--- src/pkg/cpd_pkg.sv ---
// Constants, types and register map of the coil PWM driver.
package cpd_pkg;

    // Clock rate and pull-in phase length.
    localparam longint CPD_CLK_HZ = 100_000_000;
    localparam longint CPD_PULL_IN_MS = 1000;
    localparam longint CPD_PULL_IN_CYC = (CPD_PULL_IN_MS * CPD_CLK_HZ + 999) / 1000;

    // PWM periods in clock cycles and number of valves.
    localparam int CPD_VALVE_PERIOD = 255;
    localparam int CPD_COIL_PERIOD = 100;
    localparam int CPD_NUM_VALVES = 5;

    // Percent scale.
    localparam logic [6:0] CPD_PCT_MAX = 7'h64;
    localparam logic [13:0] CPD_PCT_DIV = 14'h0064;

    // Register byte offsets.
    localparam logic [7:0] CPD_OFF_VALVE [CPD_NUM_VALVES] = '{8'h00, 8'h04, 8'h08, 8'h0c, 8'h10};
    localparam logic [7:0] CPD_OFF_CON_PULL = 8'h14;
    localparam logic [7:0] CPD_OFF_CON_HOLD = 8'h18;
    localparam logic [7:0] CPD_OFF_BRK_PULL = 8'h1c;
    localparam logic [7:0] CPD_OFF_BRK_HOLD = 8'h20;
    localparam logic [7:0] CPD_OFF_STATUS = 8'h24;

    // Values after reset.
    localparam logic [7:0] CPD_RST_VALVE = 8'h00;
    localparam logic [6:0] CPD_RST_PULL = 7'h64;
    localparam logic [6:0] CPD_RST_HOLD = 7'h64;

    // Status field positions.
    localparam int CPD_ST_CON_ACT = 0;
    localparam int CPD_ST_BRK_ACT = 1;
    localparam int CPD_ST_CON_PH = 2;
    localparam int CPD_ST_BRK_PH = 4;
    localparam int CPD_ST_CON_DUTY = 8;
    localparam int CPD_ST_BRK_DUTY = 16;

    typedef enum logic [1:0] {
        CPD_IDLE = 2'b00,
        CPD_PULL = 2'b01,
        CPD_HOLD = 2'b10
    } cpd_phase_e;

    typedef struct packed {
        logic [6:0] pull_in;
        logic [6:0] hold_pct;
    } cpd_coil_cfg_s;

endpackage

--- src/hdl/cpd_top.sv ---
// Coil PWM driver top: APB registers, input synchronisers and PWM outputs.
//
// Local design decisions: the APB register port and the address map.
`timescale 1ns/1ps
module cpd_top import cpd_pkg::*; #(
    parameter int unsigned PULL_IN_CYCLES = 32'(CPD_PULL_IN_CYC)
) (
    // Clock and reset.
    input wire logic i_mclk,
    input wire logic i_nrst,
    // APB slave.
    input wire logic i_psel,
    input wire logic i_penable,
    input wire logic i_pwrite,
    input wire logic [7:0] i_paddr,
    input wire logic [31:0] i_pwdata,
    output logic [31:0] o_prdata,
    output logic o_pready,
    output logic o_pslverr,
    // Activation pins.
    input wire logic i_contactor_act,
    input wire logic i_brake_release,
    // Coil and valve drives.
    output logic [CPD_NUM_VALVES-1:0] o_valve_pwm,
    output logic o_contactor_pwm,
    output logic o_brake_pwm
);
    // Register file.
    logic [7:0] valve_q [CPD_NUM_VALVES];
    logic [7:0] valve_d [CPD_NUM_VALVES];
    cpd_coil_cfg_s con_cfg_q, con_cfg_d;
    cpd_coil_cfg_s brk_cfg_q, brk_cfg_d;
    logic [31:0] prdata_q, prdata_d;

    // Bus decode.
    logic wr_en;
    logic setup;
    logic mapped;
    logic [31:0] rd_mux;
    logic [6:0] wr_pct;

    // Synchronised activation levels.
    logic [1:0] pin_raw;
    logic [1:0] s1_q, s2_q, s3_q, lvl_q;
    logic [1:0] s1_d, s2_d, s3_d, lvl_d;

    // Coil profiles.
    logic [6:0] con_duty, brk_duty;
    cpd_phase_e con_phase, brk_phase;
    logic [31:0] status;

    function automatic logic [6:0] clamp_pct(input logic [31:0] v);
        clamp_pct = (v > 32'(CPD_PCT_MAX)) ? CPD_PCT_MAX : v[6:0];
    endfunction

    assign o_pready = 1'b1;
    assign setup = i_psel && !i_penable;
    assign wr_en = i_psel && i_penable && i_pwrite;
    assign wr_pct = clamp_pct(i_pwdata);

    always_comb begin
        mapped = (i_paddr == CPD_OFF_CON_PULL) || (i_paddr == CPD_OFF_CON_HOLD)
            || (i_paddr == CPD_OFF_BRK_PULL) || (i_paddr == CPD_OFF_BRK_HOLD)
            || (i_paddr == CPD_OFF_STATUS);
        for (int k = 0; k < CPD_NUM_VALVES; k++) begin
            if (i_paddr == CPD_OFF_VALVE[k]) begin
                mapped = 1'b1;
            end
        end
    end

    assign o_pslverr = i_psel && i_penable && !mapped;

    // Pin synchronisers: a change counts once the second and third stages agree.
    assign pin_raw = {i_brake_release, i_contactor_act};

    always_comb begin
        s1_d = pin_raw;
        s2_d = s1_q;
        s3_d = s2_q;
        lvl_d = lvl_q;
        for (int k = 0; k < 2; k++) begin
            if (s2_q[k] == s3_q[k]) begin
                lvl_d[k] = s3_q[k];
            end
        end
    end

    always_ff @(posedge i_mclk) begin
        if (!i_nrst) begin
            s1_q <= 2'h0;
            s2_q <= 2'h0;
            s3_q <= 2'h0;
            lvl_q <= 2'h0;
        end else begin
            s1_q <= s1_d;
            s2_q <= s2_d;
            s3_q <= s3_d;
            lvl_q <= lvl_d;
        end
    end

    // Register writes; percent settings above 100 are clamped to 100.
    always_comb begin
        valve_d = valve_q;
        con_cfg_d = con_cfg_q;
        brk_cfg_d = brk_cfg_q;
        if (wr_en) begin
            for (int k = 0; k < CPD_NUM_VALVES; k++) begin
                if (i_paddr == CPD_OFF_VALVE[k]) begin
                    valve_d[k] = i_pwdata[7:0];
                end
            end
            if (i_paddr == CPD_OFF_CON_PULL) begin
                con_cfg_d.pull_in = wr_pct;
            end
            if (i_paddr == CPD_OFF_CON_HOLD) begin
                con_cfg_d.hold_pct = wr_pct;
            end
            if (i_paddr == CPD_OFF_BRK_PULL) begin
                brk_cfg_d.pull_in = wr_pct;
            end
            if (i_paddr == CPD_OFF_BRK_HOLD) begin
                brk_cfg_d.hold_pct = wr_pct;
            end
        end
    end

    always_ff @(posedge i_mclk) begin
        if (!i_nrst) begin
            for (int k = 0; k < CPD_NUM_VALVES; k++) begin
                valve_q[k] <= CPD_RST_VALVE;
            end
            con_cfg_q <= '{pull_in: CPD_RST_PULL, hold_pct: CPD_RST_HOLD};
            brk_cfg_q <= '{pull_in: CPD_RST_PULL, hold_pct: CPD_RST_HOLD};
        end else begin
            valve_q <= valve_d;
            con_cfg_q <= con_cfg_d;
            brk_cfg_q <= brk_cfg_d;
        end
    end

    // Status word shows the live coil state.
    always_comb begin
        status = 32'h0;
        status[CPD_ST_CON_ACT] = lvl_q[0];
        status[CPD_ST_BRK_ACT] = lvl_q[1];
        status[CPD_ST_CON_PH +: 2] = con_phase;
        status[CPD_ST_BRK_PH +: 2] = brk_phase;
        status[CPD_ST_CON_DUTY +: 7] = con_duty;
        status[CPD_ST_BRK_DUTY +: 7] = brk_duty;
    end

    // Read data is captured in the setup cycle so it is stable in the access cycle.
    always_comb begin
        rd_mux = 32'h0;
        for (int k = 0; k < CPD_NUM_VALVES; k++) begin
            if (i_paddr == CPD_OFF_VALVE[k]) begin
                rd_mux = {24'h0, valve_q[k]};
            end
        end
        case (i_paddr)
            CPD_OFF_CON_PULL: rd_mux = {25'h0, con_cfg_q.pull_in};
            CPD_OFF_CON_HOLD: rd_mux = {25'h0, con_cfg_q.hold_pct};
            CPD_OFF_BRK_PULL: rd_mux = {25'h0, brk_cfg_q.pull_in};
            CPD_OFF_BRK_HOLD: rd_mux = {25'h0, brk_cfg_q.hold_pct};
            CPD_OFF_STATUS: rd_mux = status;
            default: rd_mux = rd_mux;
        endcase
        prdata_d = (setup && !i_pwrite) ? rd_mux : prdata_q;
    end

    always_ff @(posedge i_mclk) begin
        if (!i_nrst) begin
            prdata_q <= 32'h0;
        end else begin
            prdata_q <= prdata_d;
        end
    end

    assign o_prdata = prdata_q;

    // Valve channels.
    for (genvar g = 0; g < CPD_NUM_VALVES; g++) begin : g_valve
        cpd_pwm_chan #(.W(8), .PERIOD(CPD_VALVE_PERIOD)) u_chan (
            .i_mclk(i_mclk),
            .i_nrst(i_nrst),
            .i_duty(valve_q[g]),
            .i_off(1'b0),
            .o_pwm(o_valve_pwm[g])
        );
    end

    // Contactor coil.
    cpd_coil_prof #(.PULL_CYCLES(PULL_IN_CYCLES)) u_con_prof (
        .i_mclk(i_mclk),
        .i_nrst(i_nrst),
        .i_active(lvl_q[0]),
        .i_cfg(con_cfg_q),
        .o_duty(con_duty),
        .o_phase(con_phase)
    );

    cpd_pwm_chan #(.W(7), .PERIOD(CPD_COIL_PERIOD)) u_con_pwm (
        .i_mclk(i_mclk),
        .i_nrst(i_nrst),
        .i_duty(con_duty),
        .i_off(con_phase == CPD_IDLE),
        .o_pwm(o_contactor_pwm)
    );

    // Brake coil.
    cpd_coil_prof #(.PULL_CYCLES(PULL_IN_CYCLES)) u_brk_prof (
        .i_mclk(i_mclk),
        .i_nrst(i_nrst),
        .i_active(lvl_q[1]),
        .i_cfg(brk_cfg_q),
        .o_duty(brk_duty),
        .o_phase(brk_phase)
    );

    cpd_pwm_chan #(.W(7), .PERIOD(CPD_COIL_PERIOD)) u_brk_pwm (
        .i_mclk(i_mclk),
        .i_nrst(i_nrst),
        .i_duty(brk_duty),
        .i_off(brk_phase == CPD_IDLE),
        .o_pwm(o_brake_pwm)
    );

    valve_write_a: assert property (@(posedge i_mclk) disable iff (!i_nrst)
        (wr_en && i_paddr == CPD_OFF_VALVE[0]) |=> (valve_q[0] == $past(i_pwdata[7:0])))
        else $error("valve duty write lost");
    pct_clamp_a: assert property (@(posedge i_mclk) disable iff (!i_nrst)
        (wr_en && i_paddr == CPD_OFF_CON_PULL)
        |=> (con_cfg_q.pull_in == clamp_pct($past(i_pwdata))))
        else $error("pull-in duty write wrong");
    coil_off_a: assert property (@(posedge i_mclk) disable iff (!i_nrst)
        (con_phase == CPD_IDLE) [*2] |-> !o_contactor_pwm)
        else $error("contactor driven while idle");
    unmapped_err_a: assert property (@(posedge i_mclk) disable iff (!i_nrst)
        (i_psel && i_penable && i_paddr > CPD_OFF_STATUS) |-> o_pslverr)
        else $error("unmapped access not flagged");
    unmapped_wr_a: assert property (@(posedge i_mclk) disable iff (!i_nrst)
        (wr_en && !mapped) |=> ($stable(con_cfg_q) && $stable(brk_cfg_q)))
        else $error("unmapped write changed a setting");
    valve_last_write_a: assert property (@(posedge i_mclk) disable iff (!i_nrst)
        (wr_en && i_paddr == CPD_OFF_VALVE[CPD_NUM_VALVES-1])
        |=> (valve_q[CPD_NUM_VALVES-1] == $past(i_pwdata[7:0])))
        else $error("last valve duty write lost");
    hold_write_a: assert property (@(posedge i_mclk) disable iff (!i_nrst)
        (wr_en && i_paddr == CPD_OFF_CON_HOLD)
        |=> (con_cfg_q.hold_pct == clamp_pct($past(i_pwdata))))
        else $error("contactor hold write wrong");
    brk_pull_write_a: assert property (@(posedge i_mclk) disable iff (!i_nrst)
        (wr_en && i_paddr == CPD_OFF_BRK_PULL)
        |=> (brk_cfg_q.pull_in == clamp_pct($past(i_pwdata))))
        else $error("brake pull-in write wrong");
    brk_hold_write_a: assert property (@(posedge i_mclk) disable iff (!i_nrst)
        (wr_en && i_paddr == CPD_OFF_BRK_HOLD)
        |=> (brk_cfg_q.hold_pct == clamp_pct($past(i_pwdata))))
        else $error("brake hold write wrong");
    pct_range_a: assert property (@(posedge i_mclk) disable iff (!i_nrst)
        (con_cfg_q.pull_in <= CPD_PCT_MAX) && (con_cfg_q.hold_pct <= CPD_PCT_MAX)
        && (brk_cfg_q.pull_in <= CPD_PCT_MAX) && (brk_cfg_q.hold_pct <= CPD_PCT_MAX))
        else $error("percent setting above full scale");
    brake_off_a: assert property (@(posedge i_mclk) disable iff (!i_nrst)
        (brk_phase == CPD_IDLE) [*2] |-> !o_brake_pwm)
        else $error("brake driven while idle");

    // Bus protocol: no wait states, error only in access, read data held between reads.
    ready_high_a: assert property (@(posedge i_mclk) disable iff (!i_nrst)
        i_psel |-> o_pready)
        else $error("ready low during a transfer");
    err_setup_a: assert property (@(posedge i_mclk) disable iff (!i_nrst)
        setup |-> !o_pslverr)
        else $error("error flagged in setup cycle");
    rdata_hold_a: assert property (@(posedge i_mclk) disable iff (!i_nrst)
        !(setup && !i_pwrite) |=> $stable(o_prdata))
        else $error("read data moved outside a read");
    rdata_load_a: assert property (@(posedge i_mclk) disable iff (!i_nrst)
        (setup && !i_pwrite) |=> (o_prdata == $past(rd_mux)))
        else $error("read data not captured in setup");

    // Activation synchronisers: the level moves only when stages two and three agree.
    con_sync_a: assert property (@(posedge i_mclk) disable iff (!i_nrst)
        (s2_q[0] != s3_q[0]) |=> $stable(lvl_q[0]))
        else $error("contactor level moved on a glitch");
    brk_sync_a: assert property (@(posedge i_mclk) disable iff (!i_nrst)
        (s2_q[1] != s3_q[1]) |=> $stable(lvl_q[1]))
        else $error("brake level moved on a glitch");
    con_level_a: assert property (@(posedge i_mclk) disable iff (!i_nrst)
        (s2_q[0] == s3_q[0]) |=> (lvl_q[0] == $past(s3_q[0])))
        else $error("contactor level not taken");
    brk_level_a: assert property (@(posedge i_mclk) disable iff (!i_nrst)
        (s2_q[1] == s3_q[1]) |=> (lvl_q[1] == $past(s3_q[1])))
        else $error("brake level not taken");
endmodule

--- src/hdl/cpd_pwm_chan.sv ---
// One PWM channel with a fixed period and a duty taken at each period start.
`timescale 1ns/1ps
module cpd_pwm_chan import cpd_pkg::*; #(
    parameter int W = 8,
    parameter int PERIOD = 255
) (
    // Clock and reset.
    input wire logic i_mclk,
    input wire logic i_nrst,
    // Duty in counts and immediate shut-off.
    input wire logic [W-1:0] i_duty,
    input wire logic i_off,
    // PWM output.
    output logic o_pwm
);
    localparam logic [W-1:0] LAST = W'(PERIOD - 1);

    logic [W-1:0] cnt_q, cnt_d;
    logic [W-1:0] duty_q, duty_d;
    logic pwm_q, pwm_d;

    // The duty is only taken at a wrap so a period is never cut short.
    always_comb begin
        cnt_d = (cnt_q == LAST) ? '0 : cnt_q + 1'b1;
        duty_d = (cnt_q == LAST) ? i_duty : duty_q;
        pwm_d = !i_off && (cnt_q < duty_q);
    end

    always_ff @(posedge i_mclk) begin
        if (!i_nrst) begin
            cnt_q <= '0;
            duty_q <= '0;
            pwm_q <= 1'b0;
        end else begin
            cnt_q <= cnt_d;
            duty_q <= duty_d;
            pwm_q <= pwm_d;
        end
    end

    assign o_pwm = pwm_q;

    pwm_high_a: assert property (@(posedge i_mclk) disable iff (!i_nrst)
        (!i_off && cnt_q < duty_q) |=> o_pwm)
        else $error("pwm low inside on time");
    pwm_low_a: assert property (@(posedge i_mclk) disable iff (!i_nrst)
        (i_off || cnt_q >= duty_q) |=> !o_pwm)
        else $error("pwm high outside on time");
    pwm_wrap_a: assert property (@(posedge i_mclk) disable iff (!i_nrst)
        (cnt_q == LAST) |=> (cnt_q == '0) && (duty_q == $past(i_duty)))
        else $error("pwm period or duty load wrong");
endmodule

--- src/hdl/cpd_coil_prof.sv ---
// Pull-in then hold duty profile for one coil.
`timescale 1ns/1ps
module cpd_coil_prof import cpd_pkg::*; #(
    parameter int unsigned PULL_CYCLES = 100
) (
    // Clock and reset.
    input wire logic i_mclk,
    input wire logic i_nrst,
    // Activation level and settings.
    input wire logic i_active,
    input cpd_coil_cfg_s i_cfg,
    // Duty in percent and phase.
    output logic [6:0] o_duty,
    output cpd_phase_e o_phase
);
    localparam logic [31:0] LAST = 32'(PULL_CYCLES - 1);

    cpd_phase_e state_q, state_d;
    logic [31:0] cnt_q, cnt_d;
    logic [6:0] duty_q, duty_d;
    logic [13:0] prod;
    logic [6:0] hold_duty;

    assign prod = i_cfg.pull_in * i_cfg.hold_pct;
    assign hold_duty = 7'(prod / CPD_PCT_DIV);

    always_comb begin
        state_d = state_q;
        cnt_d = cnt_q;
        case (state_q)
            CPD_IDLE: begin
                if (i_active) begin
                    state_d = CPD_PULL;
                    cnt_d = '0;
                end
            end
            CPD_PULL: begin
                if (!i_active) begin
                    state_d = CPD_IDLE;
                end else if (cnt_q == LAST) begin
                    state_d = CPD_HOLD;
                end else begin
                    cnt_d = cnt_q + 32'h1;
                end
            end
            CPD_HOLD: begin
                if (!i_active) begin
                    state_d = CPD_IDLE;
                end
            end
            default: begin
                state_d = CPD_IDLE;
            end
        endcase
        case (state_d)
            CPD_PULL: duty_d = i_cfg.pull_in;
            CPD_HOLD: duty_d = hold_duty;
            default: duty_d = 7'h00;
        endcase
    end

    always_ff @(posedge i_mclk) begin
        if (!i_nrst) begin
            state_q <= CPD_IDLE;
            cnt_q <= '0;
            duty_q <= 7'h00;
        end else begin
            state_q <= state_d;
            cnt_q <= cnt_d;
            duty_q <= duty_d;
        end
    end

    assign o_duty = duty_q;
    assign o_phase = state_q;

    prof_start_a: assert property (@(posedge i_mclk) disable iff (!i_nrst)
        (state_q == CPD_IDLE && i_active) |=> (state_q == CPD_PULL && cnt_q == '0))
        else $error("pull-in phase did not start");
    prof_count_a: assert property (@(posedge i_mclk) disable iff (!i_nrst)
        (state_q == CPD_PULL && i_active && cnt_q != LAST)
        |=> (state_q == CPD_PULL && cnt_q == $past(cnt_q) + 32'h1))
        else $error("pull-in phase ended early");
    prof_hold_a: assert property (@(posedge i_mclk) disable iff (!i_nrst)
        (state_q == CPD_PULL && i_active && cnt_q == LAST) |=> (state_q == CPD_HOLD))
        else $error("hold phase not entered");
    prof_duty_a: assert property (@(posedge i_mclk) disable iff (!i_nrst)
        (state_q == CPD_HOLD && i_active) |=> (o_duty == $past(hold_duty)))
        else $error("hold duty wrong");
    prof_off_a: assert property (@(posedge i_mclk) disable iff (!i_nrst)
        !i_active |=> (state_q == CPD_IDLE && o_duty == 7'h00))
        else $error("coil not off after release");
endmodule

--- config.mk ---
export PLATFORM = sky130hd
export DESIGN_NAME = cpd_top
export DESIGN_NICKNAME = d
export VERILOG_FILES = /design/src/pkg/cpd_pkg.sv /design/src/hdl/cpd_top.sv /design/src/hdl/cpd_pwm_chan.sv /design/src/hdl/cpd_coil_prof.sv
export SDC_FILE = /design/constraint.sdc
export NUM_CORES = 1
export LEC_CHECK = 0
export BUFFER_PORTS_ARGS = -buffer_cell sky130_fd_sc_hd__buf_4
export CELL_PAD_IN_SITES_DETAIL_PLACEMENT = 0
export CELL_PAD_IN_SITES_GLOBAL_PLACEMENT = 1
export CORE_MARGIN = 2
export CORE_UTILIZATION = 48
export DETAILED_ROUTE_END_ITERATION = 10
export HOLD_SLACK_MARGIN = 0.15
export PLACE_DENSITY = 0.82
export SLEW_MARGIN = 25
export SYNTH_ARGS = -nofsm -noshare
export SYNTH_HDL_FRONTEND = slang
export SYNTH_SLANG_ARGS = --single-unit
--- constraint.sdc ---
create_clock -name i_mclk -period 11.15 [get_ports i_mclk]
set_input_delay 0.5575 -clock i_mclk [delete_from_list [all_inputs] [get_ports i_mclk]]
set_output_delay 0.5575 -clock i_mclk [all_outputs]
set_load 0.02 [all_outputs]
-- Word-level counts from Yosys, hierarchy flattened
Index checks and enable logic that the tools add are counted.
- register bits after elaboration: 305
- word-level logic and storage cells: 169
- output and inout bits: 41
- multipliers: 2
- magnitude comparators: 8
- muxes and demuxes: 32
- add/subtract/negate cells: 9
- reductions and logical operators: 39
- divide/modulo/power cells: 2
- bitwise operators: 1
- equal/unequal tests: 34
- operator list (kind ; number):
    two-way mux 32 bit ; 10
    one-hot mux 32 bit (5 select lines) ; 1
    one-hot mux 32 bit (2 select lines) ; 2
    adder 32 x 1 -> 32 bit, second input constant ; 2
    == test 32 x 27 -> 1 bit, second input constant ; 2
    adder 8 x 1 -> 8 bit, second input constant ; 5
    == test 8 bit, second input constant ; 5
    < comparator 8 bit ; 5
    == test 8 x 5 -> 1 bit, second input constant ; 4
    > comparator 32 x 7 -> 1 bit, second input constant ; 1
    divider 14 x 7 -> 14 bit, second input constant ; 2
    multiplier 7 x 7 -> 14 bit ; 2
    one-hot mux 7 bit (2 select lines) ; 2
    AND reduction 2 bit ; 9
    == test 8 x 4 -> 1 bit, second input constant ; 2
    == test 8 x 6 -> 1 bit, second input constant ; 2
    two-way mux 2 bit ; 8
    adder 7 x 1 -> 7 bit, second input constant ; 2
    == test 7 bit, second input constant ; 2
    < comparator 7 bit ; 2
    OR reduction 2 bit ; 7
    inequality test 2 bit, second input constant ; 6
    one-hot mux 2 bit (3 select lines) ; 2
    == test 2 x 1 -> 1 bit, second input constant ; 4
    14 further kinds ; 38

-- Depth between registers and ports, before layout
Gate-level depths: netlist of the first run.
- word-level depth: 12
- gate-level depth with buffers: 36
- gate-level depth less buffers: 30

-- By module
From an unflattened synthesis of the first run, not the netlist that was laid out.
- cells, all modules: 2522
- area total of the unflattened synthesis: 21157.8 µm²
- by module, submodules not included (module ; seq. area each (µm²) ; cells an instance ; instances ; area an instance (µm²)):
    cpd_coil_prof ; 820.8 ; 656 ; 2 ; 5216.3
    cpd_top ; 1961.9 ; 542 ; 1 ; 4626.9
    cpd_pwm_chan at g_valve[0].u_chan ... ; 340.3 ; 98 ; 5 ; 898.4
    cpd_pwm_chan at u_brk_pwm ... ; 300.3 ; 89 ; 2 ; 803.3

-- Worst setup path before layout of the first run
OpenSTA, ideal clock, no wires.
- kind: flip-flop to flip-flop
- start: register con_cfg_q[7] (netlist bit)
- end: register u_con_prof.duty_q[0] (netlist: u_con_prof.o_duty[0])
- period minus slack after synthesis: 8290 ps
- arrival time: 8158 ps
- cell stages (with the launch flop): 32
- library setup time: 132 ps
- path slack: 2860 ps
- data required time: 11018 ps
- cell sequence: dfxtp_1 > clkbuf_1 > nand2_1 > fa_1 > fa_1 > inv_1 > fa_1 > inv_1 > fa_1 > inv_1 > ha_1 > buf_4 > nand3_1 > and2_1 > a211o_1 > o311a_1 > a21oi_2 > mux2i_1 > a211oi_2 > o31ai_2 > nor2_2 > o41ai_1 > a21oi_2 > xor2_2 > a31oi_2 > buf_6 > o31ai_1 > nor3b_4 > maj3_1 > mux2_4 > a2111oi_1 > nor4_1
- word-level cells in the longest chain between the ends: 3
- ends and longest elaborated chain (item ; line ; RTL):
    from (decl) ; cpd_top.sv:31 ; cpd_coil_cfg_s con_cfg_q, con_cfg_d;
    from (signal assigned) ; cpd_top.sv:134 ; con_cfg_q <= '{pull_in: CPD_RST_PULL, hold_pct: CPD_RST_HOLD};
    from (signal assigned) ; cpd_top.sv:138 ; con_cfg_q <= con_cfg_d;
    multiplier 7 x 7 -> 14 bit ; cpd_coil_prof.sv:24 ; assign prod = i_cfg.pull_in * i_cfg.hold_pct;
    divider 14 x 7 -> 14 bit ; cpd_coil_prof.sv:25 ; assign hold_duty = 7'(prod / CPD_PCT_DIV);
    one-hot mux 7 bit (2 select lines) (*) ; cpd_coil_prof.sv:55 ; case (state_d)
    to (signal assigned) ; cpd_coil_prof.sv:70 ; duty_q <= duty_d;
    to (decl) ; cpd_coil_prof.sv:20 ; logic [6:0] duty_q, duty_d;
Mark *: on every way between the ends. The rest lies on a longest branch, timed or not.
A chain may end at the register's enable or synchronous reset.

-- Worst setup path after layout of the first run
- start: register brk_cfg_q[10] (netlist bit)
- end: register u_brk_prof.duty_q[0] (netlist: u_brk_prof.o_duty[0])
- word-level cells in the longest chain between the ends: 3
- ends and longest elaborated chain (item ; line ; RTL):
    from (decl) ; cpd_top.sv:32 ; cpd_coil_cfg_s brk_cfg_q, brk_cfg_d;
    from (signal assigned) ; cpd_top.sv:135 ; brk_cfg_q <= '{pull_in: CPD_RST_PULL, hold_pct: CPD_RST_HOLD};
    from (signal assigned) ; cpd_top.sv:139 ; brk_cfg_q <= brk_cfg_d;
    multiplier 7 x 7 -> 14 bit ; cpd_coil_prof.sv:24 ;
    divider 14 x 7 -> 14 bit ; cpd_coil_prof.sv:25 ;
    one-hot mux 7 bit (2 select lines) ; cpd_coil_prof.sv:55 ;
    to (signal assigned) ; cpd_coil_prof.sv:70 ;
    to (decl) ; cpd_coil_prof.sv:20 ;
Every way passes these cells.

==> impl_metrics.toml, run 1 <==
[floorplanning]
coreArea_mm2 = 0.0395
die_w_um = 204
dieArea_mm2 = 0.0415
start_util_pct = 48.5
boundaryPins = 88
row_count = 73
die_h_um = 204

[final_layout]
final_cells = 2906
area_growth_pct = 10.3
final_cell_mix = "dfxtp_1, nor2_1, nand2_1"
final_common_cell = "dfxtp_1"
final_nets = 2583
n_fill_cell = 3718
num_antenna_cells = 0
drive_gt1_share_pct = 7.81

[critical_path]
worstSetupEndpointType = "register"
worstSetupStartpointType = "register"
arrival_ns = 9.98
critPathRequiredTime_ns = 11.57
critPathMaxStageDelay_ns = 0.56
criticalPathCategory = "reg2reg"
cp_max_fo = 10
crit_path_top_delay_cell = "xnor2_1"

[placement]
dp_hpwl_mm = 35.5
globalplace.congestion = 0.896
io_buffer_count = 76
dp_cells = 2847

[pwr]
ir_worst_vdd_v = 0.0000810
power.leakage_nw = 8.15
power.total_mw = 2.38
p_per_area_mw_per_mm2 = 113

[synth]
synth.avg_cell_area_um2 = 8.21
async_flop_share_pct = 0
synth_cell_type_count = 96
ys_ff_latch = 295
synth_cells = 2334
netlist_area_mm2 = 0.0192
ys_warn_count = 0
ys_seq_area_share_pct = 30.8
synthFlopType = "dfxtp_1"
synth_edf_count = 0

[sta]
slew-limit-headroom_pct = 31.7
rsz0062_at_grt = "no"
timing.fmax_mhz = 105
fin_setup_tns_ns = 0
finalHoldViolCount = 0
hold_ws_ns = 0.268
worstMarginPinSlew_ns = 1.02
clock_skew_ns = 0.0195
fin_crit_sh_pct = 85.8
drv_slew = 0
fin_crit_ns = 9.56
setup_violations = 0

[route]
wl_per_cell_um = 16.7
vias = 16500
viasPerCell = 5.69
drtIter0Drc = 1319
antenna_left = 0
drc = 0
drt-total-wl_mm = 48.4
dr.pass1.iters = 7

[clock_tree]
cts.sinks = 295
cts_root_buf = "clkbuf_16"
cts-htree-levels = 2
postCtsHoldBufs = 0
cts-resized-gates = 0
clock_latency_ns = 0.54
cts.path.max_buffers = 3
postCtsSetupRepairBufs = 0
cts_tree = "built"
cts_made_buffers = 35
clkTransAtPathRegs_ns = 0.06

[global_route]
grt.total_usage_pct = 23.4
grt_max_degree = 103
antenna_found_initial = 1
gr-total-overflow = 0
grt_pass1_vias = 15700
grt_pass1_wl_mm = 80.2

[min_path]
hold_path.class = "in2reg"

[outcome]
outcome = "completed"

[run]
maxCapViolCount = 0
==> critical path, delay by kind of cell, from the launching register on <==
family                     cells  cell delay, ns
xor gates and xnor gates       1            0.56
muxes                          2            0.87
DFF                            1            0.42
buffers and inverters          4            0.19
AOI/OAI and AO/OA             16            4.52
adders and majority gates      5            2.42
and+or+nand+nor                2            0.44
==> per-stage QoR <==
stage          instance area, µm²  setup slack (ns)  utilization, %
2_1_floorplan               19200              2.86               -
3_3_place_gp                20000              1.90            50.6
3_5_place_dp                20000              1.70            50.6
4_1_cts                     21100              1.68            53.4
5_1_grt                     21100             0.841            53.4
6_report                    21100              1.59            53.4
==> logic make-up (layout without fill, tap and decap cells) <==
group           Yosys count  after routing  share of synthesized area (%)
flops                   295            295                           30.8
simple gates            941            941                           23.6
compound gates          470            470                           16.7
fa+ha+maj               181            181                           13.6
buf+inv                 244            282                           5.27
mux                      73             73                           3.88
xor+xnor                128            128                           6.03
other cells               2             11                         0.0392
==> synthesized netlist by cell type (all sizes together), types with 5 or more instances <==
master   count  area share [%]
nor3        33            0.86
or3         18            0.59
ha         129             8.4
a222oi       8            0.42
o31ai       10            0.42
a2111o       5            0.29
a2111oi      7            0.33
nor4b        7            0.32
and3        33             1.1
a21o        17            0.67
a22oi       11            0.43
mux2         7            0.43
xnor2       61             2.9
nand2b      24            0.78
a211o        6            0.27
dfxtp      295              31
nand4       22            0.72
a221oi      19            0.87
inv        136             2.7
a21oi      152             4.0
a22o        12            0.55
mux2i       66             3.4
a311oi       6            0.31
and2        93             3.0
o21a         8            0.31
clkbuf      81             1.6
nor2b       17            0.55
o211a        7            0.40
and4        10            0.46
buf         26            0.99
fa          48             5.0
or2         13            0.42
nand3      141             3.7
nand3b       7            0.27
o211ai      26             1.1
o21ai       88             2.3
nor4        19            0.69
nand2      236             4.6
a31oi       18            0.62
nor2       258             5.1
xor2        67             3.1
o22ai        5            0.24
a211oi      29             1.3
==> path summary, 6_finish.rpt <==
kind / startpoint / endpoint / slack, ns / cells after the start
setup reg to reg: brk_cfg_q[10]$_SDFFE_PN0P_ / u_brk_prof.o_duty[0]$_SDFF_PN0_ / 1.59 / 30
setup / recovery: brk_cfg_q[10]$_SDFFE_PN0P_ / u_brk_prof.o_duty[0]$_SDFF_PN0_ / 1.59 / 30
hold reg to reg: s1_q[1]$_SDFF_PN0_ / s2_q[1]$_SDFF_PN0_ / 0.44 / 1
hold / removal: i_brake_release / s1_q[1]$_SDFF_PN0_ / 0.27 / 2
==> layout make-up <==
class,instances,area [µm²],share of cell area (%)
multi-input cells,1804,12300,58.2
inverters,137,517,2.45
well taps,525,657,3.11
repair buffers,86,649,3.07
clock inverters,7,77.6,0.367
clock buffers,52,1030,4.88
flip-flops and latches,295,5910,27.9
==> state kept, by name, indices dropped and copies added, names as in the netlist, 14 cells and up <==
signal / flops
con_cfg_q: 14
u_brk_prof.cnt_q: 32
o_prdata: 22
valve_q: 40
g_valve.u_chan.cnt_q: 40
g_valve.u_chan.duty_q: 40
u_con_prof.cnt_q: 32
brk_cfg_q: 14
==> layer usage <==
| metal | routed length, µm | track usage [%] | vias to the layer above |
|---|---|---|---|
| met5 | 0 | 0 | - |
| met2 | 21700 | 37.5 | 440 |
| met4 | 1420 | 8.21 | 0 |
| li1 | - | - | 8217 |
| met3 | 2450 | 3.32 | 86 |
| met1 | 22800 | 32.3 | 7783 |
==> power by group <==
group / switching [mW] / total, mW / internal [mW] / leakage [nW]
clock network: 0.445 / 1.11 / 0.662 / 0.542
registers: 0.00994 / 1.07 / 1.07 / 2.38
logic: 0.117 / 0.199 / 0.0817 / 5.23
total: 0.573 / 2.38 / 1.81 / 8.15
Note: power is estimated with default switching activity, not from simulation.
==> run 2, diff against run 1 <==
--- a/config.mk
+++ b/config.mk
@@ -12,7 +12,7 @@
 export CORE_UTILIZATION = 48
 export DETAILED_ROUTE_END_ITERATION = 10
 export HOLD_SLACK_MARGIN = 0.15
-export PLACE_DENSITY = 0.82
+export PLACE_DENSITY_LB_ADDON = 0.1
 export SLEW_MARGIN = 25
 export SYNTH_ARGS = -nofsm -noshare
 export SYNTH_HDL_FRONTEND = slang
==> impl_metrics.toml, run 2 (synthesis gave the netlist of run 1 again) <==
[floorplanning]
die_h_um = 204
dieArea_mm2 = 0.0415
coreArea_mm2 = 0.0395
die_w_um = 204
start_util_pct = 48.5
boundaryPins = 88
row_count = 73

[sta]
clock_skew_ns = 0.0217
timing.fmax_mhz = 106
setup_violations = 0
drv_slew = 0
worst_slack_ns = 1.68
fin_crit_ns = 9.47
finalHoldViolCount = 0
fin_crit_sh_pct = 84.9
worstMarginPinSlew_ns = 1.03
slew-limit-headroom_pct = 31.1
fin_setup_tns_ns = 0
rsz0062_at_grt = "no"

[critical_path]
criticalPathCategory = "reg2reg"
worstSetupStartpointType = "register"
worstSetupEndpointType = "register"
cp_max_fo = 10
worst_r2r_startpoint = "brk_cfg_q[10]$_SDFFE_PN0P_"
cp-startpoint = "brk_cfg_q[10]$_SDFFE_PN0P_"
critPathMaxStageDelay_ns = 0.64
crit_family = "compound AO/OA/AOI/OAI gates"
arrival_ns = 9.87
critPathRequiredTime_ns = 11.56
crit_path_top_delay_cell = "xnor2_1"
cp_num_buf_inv = 4

[route]
viasPerCell = 5.67
wl_per_cell_um = 16.7
vias = 16500
drtIter0Drc = 1224
drt-total-wl_mm = 48.5
drc = 0
antenna_left = 0
dr.pass1.iters = 8

[clock_tree]
cts_root_buf = "clkbuf_16"
clkTransAtPathRegs_ns = 0.06
clock_latency_ns = 0.54
postCtsSetupRepairBufs = 0
postCtsHoldBufs = 0
cts_made_buffers = 35
cts-resized-gates = 0
cts.sinks = 295
cts_tree = "built"
cts.path.max_buffers = 3
cts-htree-levels = 2

[placement]
dp_cells = 2848
placed_cell_area_mm2 = 0.0200
place_ws_ns = 1.77
io_buffer_count = 76
dp_hpwl_mm = 35.5
globalplace.congestion = 0.872

[global_route]
gr-total-overflow = 0
grt.total_usage_pct = 23.4
grt_pass1_vias = 15600
grt_pass1_wl_mm = 80.2
antenna_found_initial = 1
grt_max_degree = 78

[min_path]
hp-start = "i_brake_release"
hold_path.class = "in2reg"

[outcome]
outcome = "completed"

[run]
maxCapViolCount = 0

[final_layout]
final_nets = 2584
final_cell_mix = "dfxtp_1, nor2_1, nand2_1"
stdcell_area_mm2 = 0.0212
drive_gt1_share_pct = 8.06
reg_top3 = "g_valve.u_chan.cnt_q x40, g_valve.u_chan.duty_q x40, valve_q x40"
area_growth_pct = 10.9
final_cells = 2908
final_common_cell = "dfxtp_1"
num_antenna_cells = 0

[pwr]
power.total_mw = 2.48
power.leakage_nw = 8.21
p_per_area_mw_per_mm2 = 117
ir_worst_vdd_v = 0.000115
==> run 2: layer usage <==
layer | vias up | wire length (µm) | track usage [%]
met4 | 0 | 1090 | 7.33
met5 | - | 0 | 0
li1 | 8211 | - | -
met3 | 63 | 2160 | 3.54
met1 | 7885 | 22900 | 31.9
met2 | 333 | 22300 | 38.0
==> run 2: cell type report <==
cell class                      instances  area, µm²
Timing Repair Buffer                   87        653
Tap cell                              525        657
Fill cell                            3765      18300
Sequential cell                       295       5910
Inverter                              137        517
Clock inverter                         16        273
Clock buffer                           44        940
Multi-Input combinational cell       1804      12300
==> run 2: path summary, 6_finish.rpt <==
path                                     endpoint  slack [ns]  cells past startpoint
setup / recovery  u_brk_prof.o_duty[0]$_SDFF_PN0_        1.68                     30
hold / removal                 s1_q[1]$_SDFF_PN0_        0.24                      2
setup reg to reg  u_brk_prof.o_duty[0]$_SDFF_PN0_        1.68                     30
hold reg to reg                s2_q[1]$_SDFF_PN0_        0.44                      1
==> run 2: stage by stage <==
stage,util [%],hold WS (ns)
6_report,53.7,0.238
5_1_grt,53.7,0.224
4_1_cts,53.7,0.214
3_5_place_dp,50.6,0.432
3_3_place_gp,50.6,0.430
2_1_floorplan,-,0.412
==> run 2: report_power, final <==
group | total [mW] | switching, mW | internal (mW)
sequential | 1.08 | 0.0103 | 1.06
combinational | 0.198 | 0.117 | 0.0816
clock | 1.21 | 0.446 | 0.760
==> run 3, diff against run 2 <==
==> constraint.sdc (replaced) <==
create_clock -name i_mclk -period 9.9 [get_ports i_mclk]
set_input_delay 0.495 -clock i_mclk [delete_from_list [all_inputs] [get_ports i_mclk]]
set_output_delay 0.495 -clock i_mclk [all_outputs]
set_load 0.02 [all_outputs]
==> impl_metrics.toml, run 3 (synthesis gave the netlist of run 1 again) <==
[clock_tree]
clock_latency_ns = 0.55
cts_tree = "built"
cts_made_buffers = 35
clkTransAtPathRegs_ns = 0.06
cts-htree-levels = 2
cts.path.max_buffers = 3
cts_root_buf = "clkbuf_16"
cts.sinks = 295
postCtsHoldBufs = 0

[final_layout]
postLayoutCoreUtil_pct = 54.0
final_common_cell = "dfxtp_1"
reg_top3 = "g_valve.u_chan.cnt_q x40, g_valve.u_chan.duty_q x40, valve_q x40"
final_cell_mix = "dfxtp_1, nor2_1, nand2_1"
final_nets = 2589
n_fill_cell = 3747
num_antenna_cells = 0
drive_gt1_share_pct = 8.54
area_growth_pct = 11.5
final_cells = 2915

[sta]
finalHoldViolCount = 0
worstMarginPinSlew_ns = 1.05
setup_violations = 0
fin_crit_ns = 9.36
drv_slew = 0
clock_skew_ns = 0.0250
fin_setup_tns_ns = 0
rsz0062_at_grt = "no"
hold_ws_ns = 0.173
timing.fmax_mhz = 107
fin_crit_sh_pct = 94.6
slew-limit-headroom_pct = 29.8

[pwr]
p_int_mw = 2.17
p_per_area_mw_per_mm2 = 133
comb_power_share_pct = 7.9
ir_worst_vdd_v = 0.000154
swShare_pct = 23.7
power.leakage_nw = 8.28
p_sw_mw = 0.674
clockPowerShare_pct = 49.6
seqPwrFrac_pct = 42.5
power.total_mw = 2.85

[critical_path]
criticalPathCategory = "reg2reg"
cp_num_buf_inv = 3
crit_top_cell = "fa_1"
arrival_ns = 9.78
critPathRequiredTime_ns = 10.32
reg2reg_depth = 29
critPathMaxStageDelay_ns = 0.56
reg2reg_slack_ns = 0.54
worstSetupStartpointType = "register"
crit_path_top_delay_cell = "fa_1"
cp_max_fo = 9
worst_r2r_startpoint = "brk_cfg_q[7]$_SDFFE_PN0P_"
worstSetupEndpointType = "register"
crit_family = "compound AO/OA/AOI/OAI gates"
rr_endpoint = "u_brk_prof.o_duty[0]$_SDFF_PN0_"

[floorplanning]
coreArea_mm2 = 0.0395
row_count = 73
dieArea_mm2 = 0.0415
boundaryPins = 88
start_util_pct = 48.5
die_h_um = 204
die_w_um = 204

[route]
viasPerCell = 5.65
drt-total-wl_mm = 48.7
wl_per_cell_um = 16.7
drc = 0
dr.pass1.iters = 6
vias = 16500
antenna_left = 0
drtIter0Drc = 1099

[min_path]
hp-start = "i_contactor_act"
hold_path_end = "s1_q[0]$_SDFF_PN0_"
hold_path.class = "in2reg"
hold_depth = 2

[placement]
io_buffer_count = 76
globalplace.congestion = 0.892
dp_hpwl_mm = 35.6
dp_cells = 2853

[run]
maxCapViolCount = 0

[global_route]
grt_max_degree = 75
grt.total_usage_pct = 23.4
gr-total-overflow = 0
antenna_found_initial = 0
grt_pass1_wl_mm = 79.9
grt_pass1_vias = 15400

[outcome]
outcome = "completed"
## run 3: worst max path at each step
stage | depth (start not counted) | from | end
floorplan | 31 | con_cfg_q[7]$_SDFFE_PN0P_ | u_con_prof.o_duty[0]$_SDFF_PN0_
global placement | 29 | con_cfg_q[8]$_SDFFE_PN0P_ | u_con_prof.o_duty[0]$_SDFF_PN0_
detailed placement | 30 | brk_cfg_q[10]$_SDFFE_PN0P_ | u_brk_prof.o_duty[0]$_SDFF_PN0_
CTS | 30 | brk_cfg_q[10]$_SDFFE_PN0P_ | u_brk_prof.o_duty[0]$_SDFF_PN0_
global route | 29 | con_cfg_q[7]$_SDFFE_PN0P_ | u_con_prof.o_duty[0]$_SDFF_PN0_
finish | 29 | brk_cfg_q[7]$_SDFFE_PN0P_ | u_brk_prof.o_duty[0]$_SDFF_PN0_
## run 3: layout make-up
class	instances	area [µm²]	area share, %
clock buffer	43	926	4.33
clock inverter	19	327	1.53
sequential	295	5910	27.6
tap	525	657	3.08
inverter	137	517	2.42
timing repair buffer	92	691	3.23
multi-input combinational	1804	12300	57.8
## run 3: layer usage
metal  routed length (µm)  up-vias  global-route usage, %
met3                 1970       62                   3.19
li1                     -     8233                      -
met2                22600      324                   38.4
met4                  932        0                   5.63
met5                    0        -                      0
met1                23200     7855                   32.4
## run 3: timing repair
item | 4_1_cts | 5_1_grt
gates resized for setup | 0 | 7
setup buffers | 0 | 0
setup endpoints to repair | 0 | 2
## run 3: per-stage QoR
stage	worst slack (ns)	cell area [µm²]
6_report	0.538	21400
5_1_grt	0.0278	21400
4_1_cts	0.513	21300
3_5_place_dp	0.579	20100
3_3_place_gp	0.729	20100
2_1_floorplan	1.61	19200
## run 3: power groups by stage
stage,Combinational [mW],Sequential (mW),Clock (mW)
finish,0.225,1.21,1.41
global route,0.249,1.21,1.50
CTS,0.224,1.21,1.45
detailed placement,0.223,1.24,0
global placement,0.220,1.24,0
floorplan,0.169,1.23,0
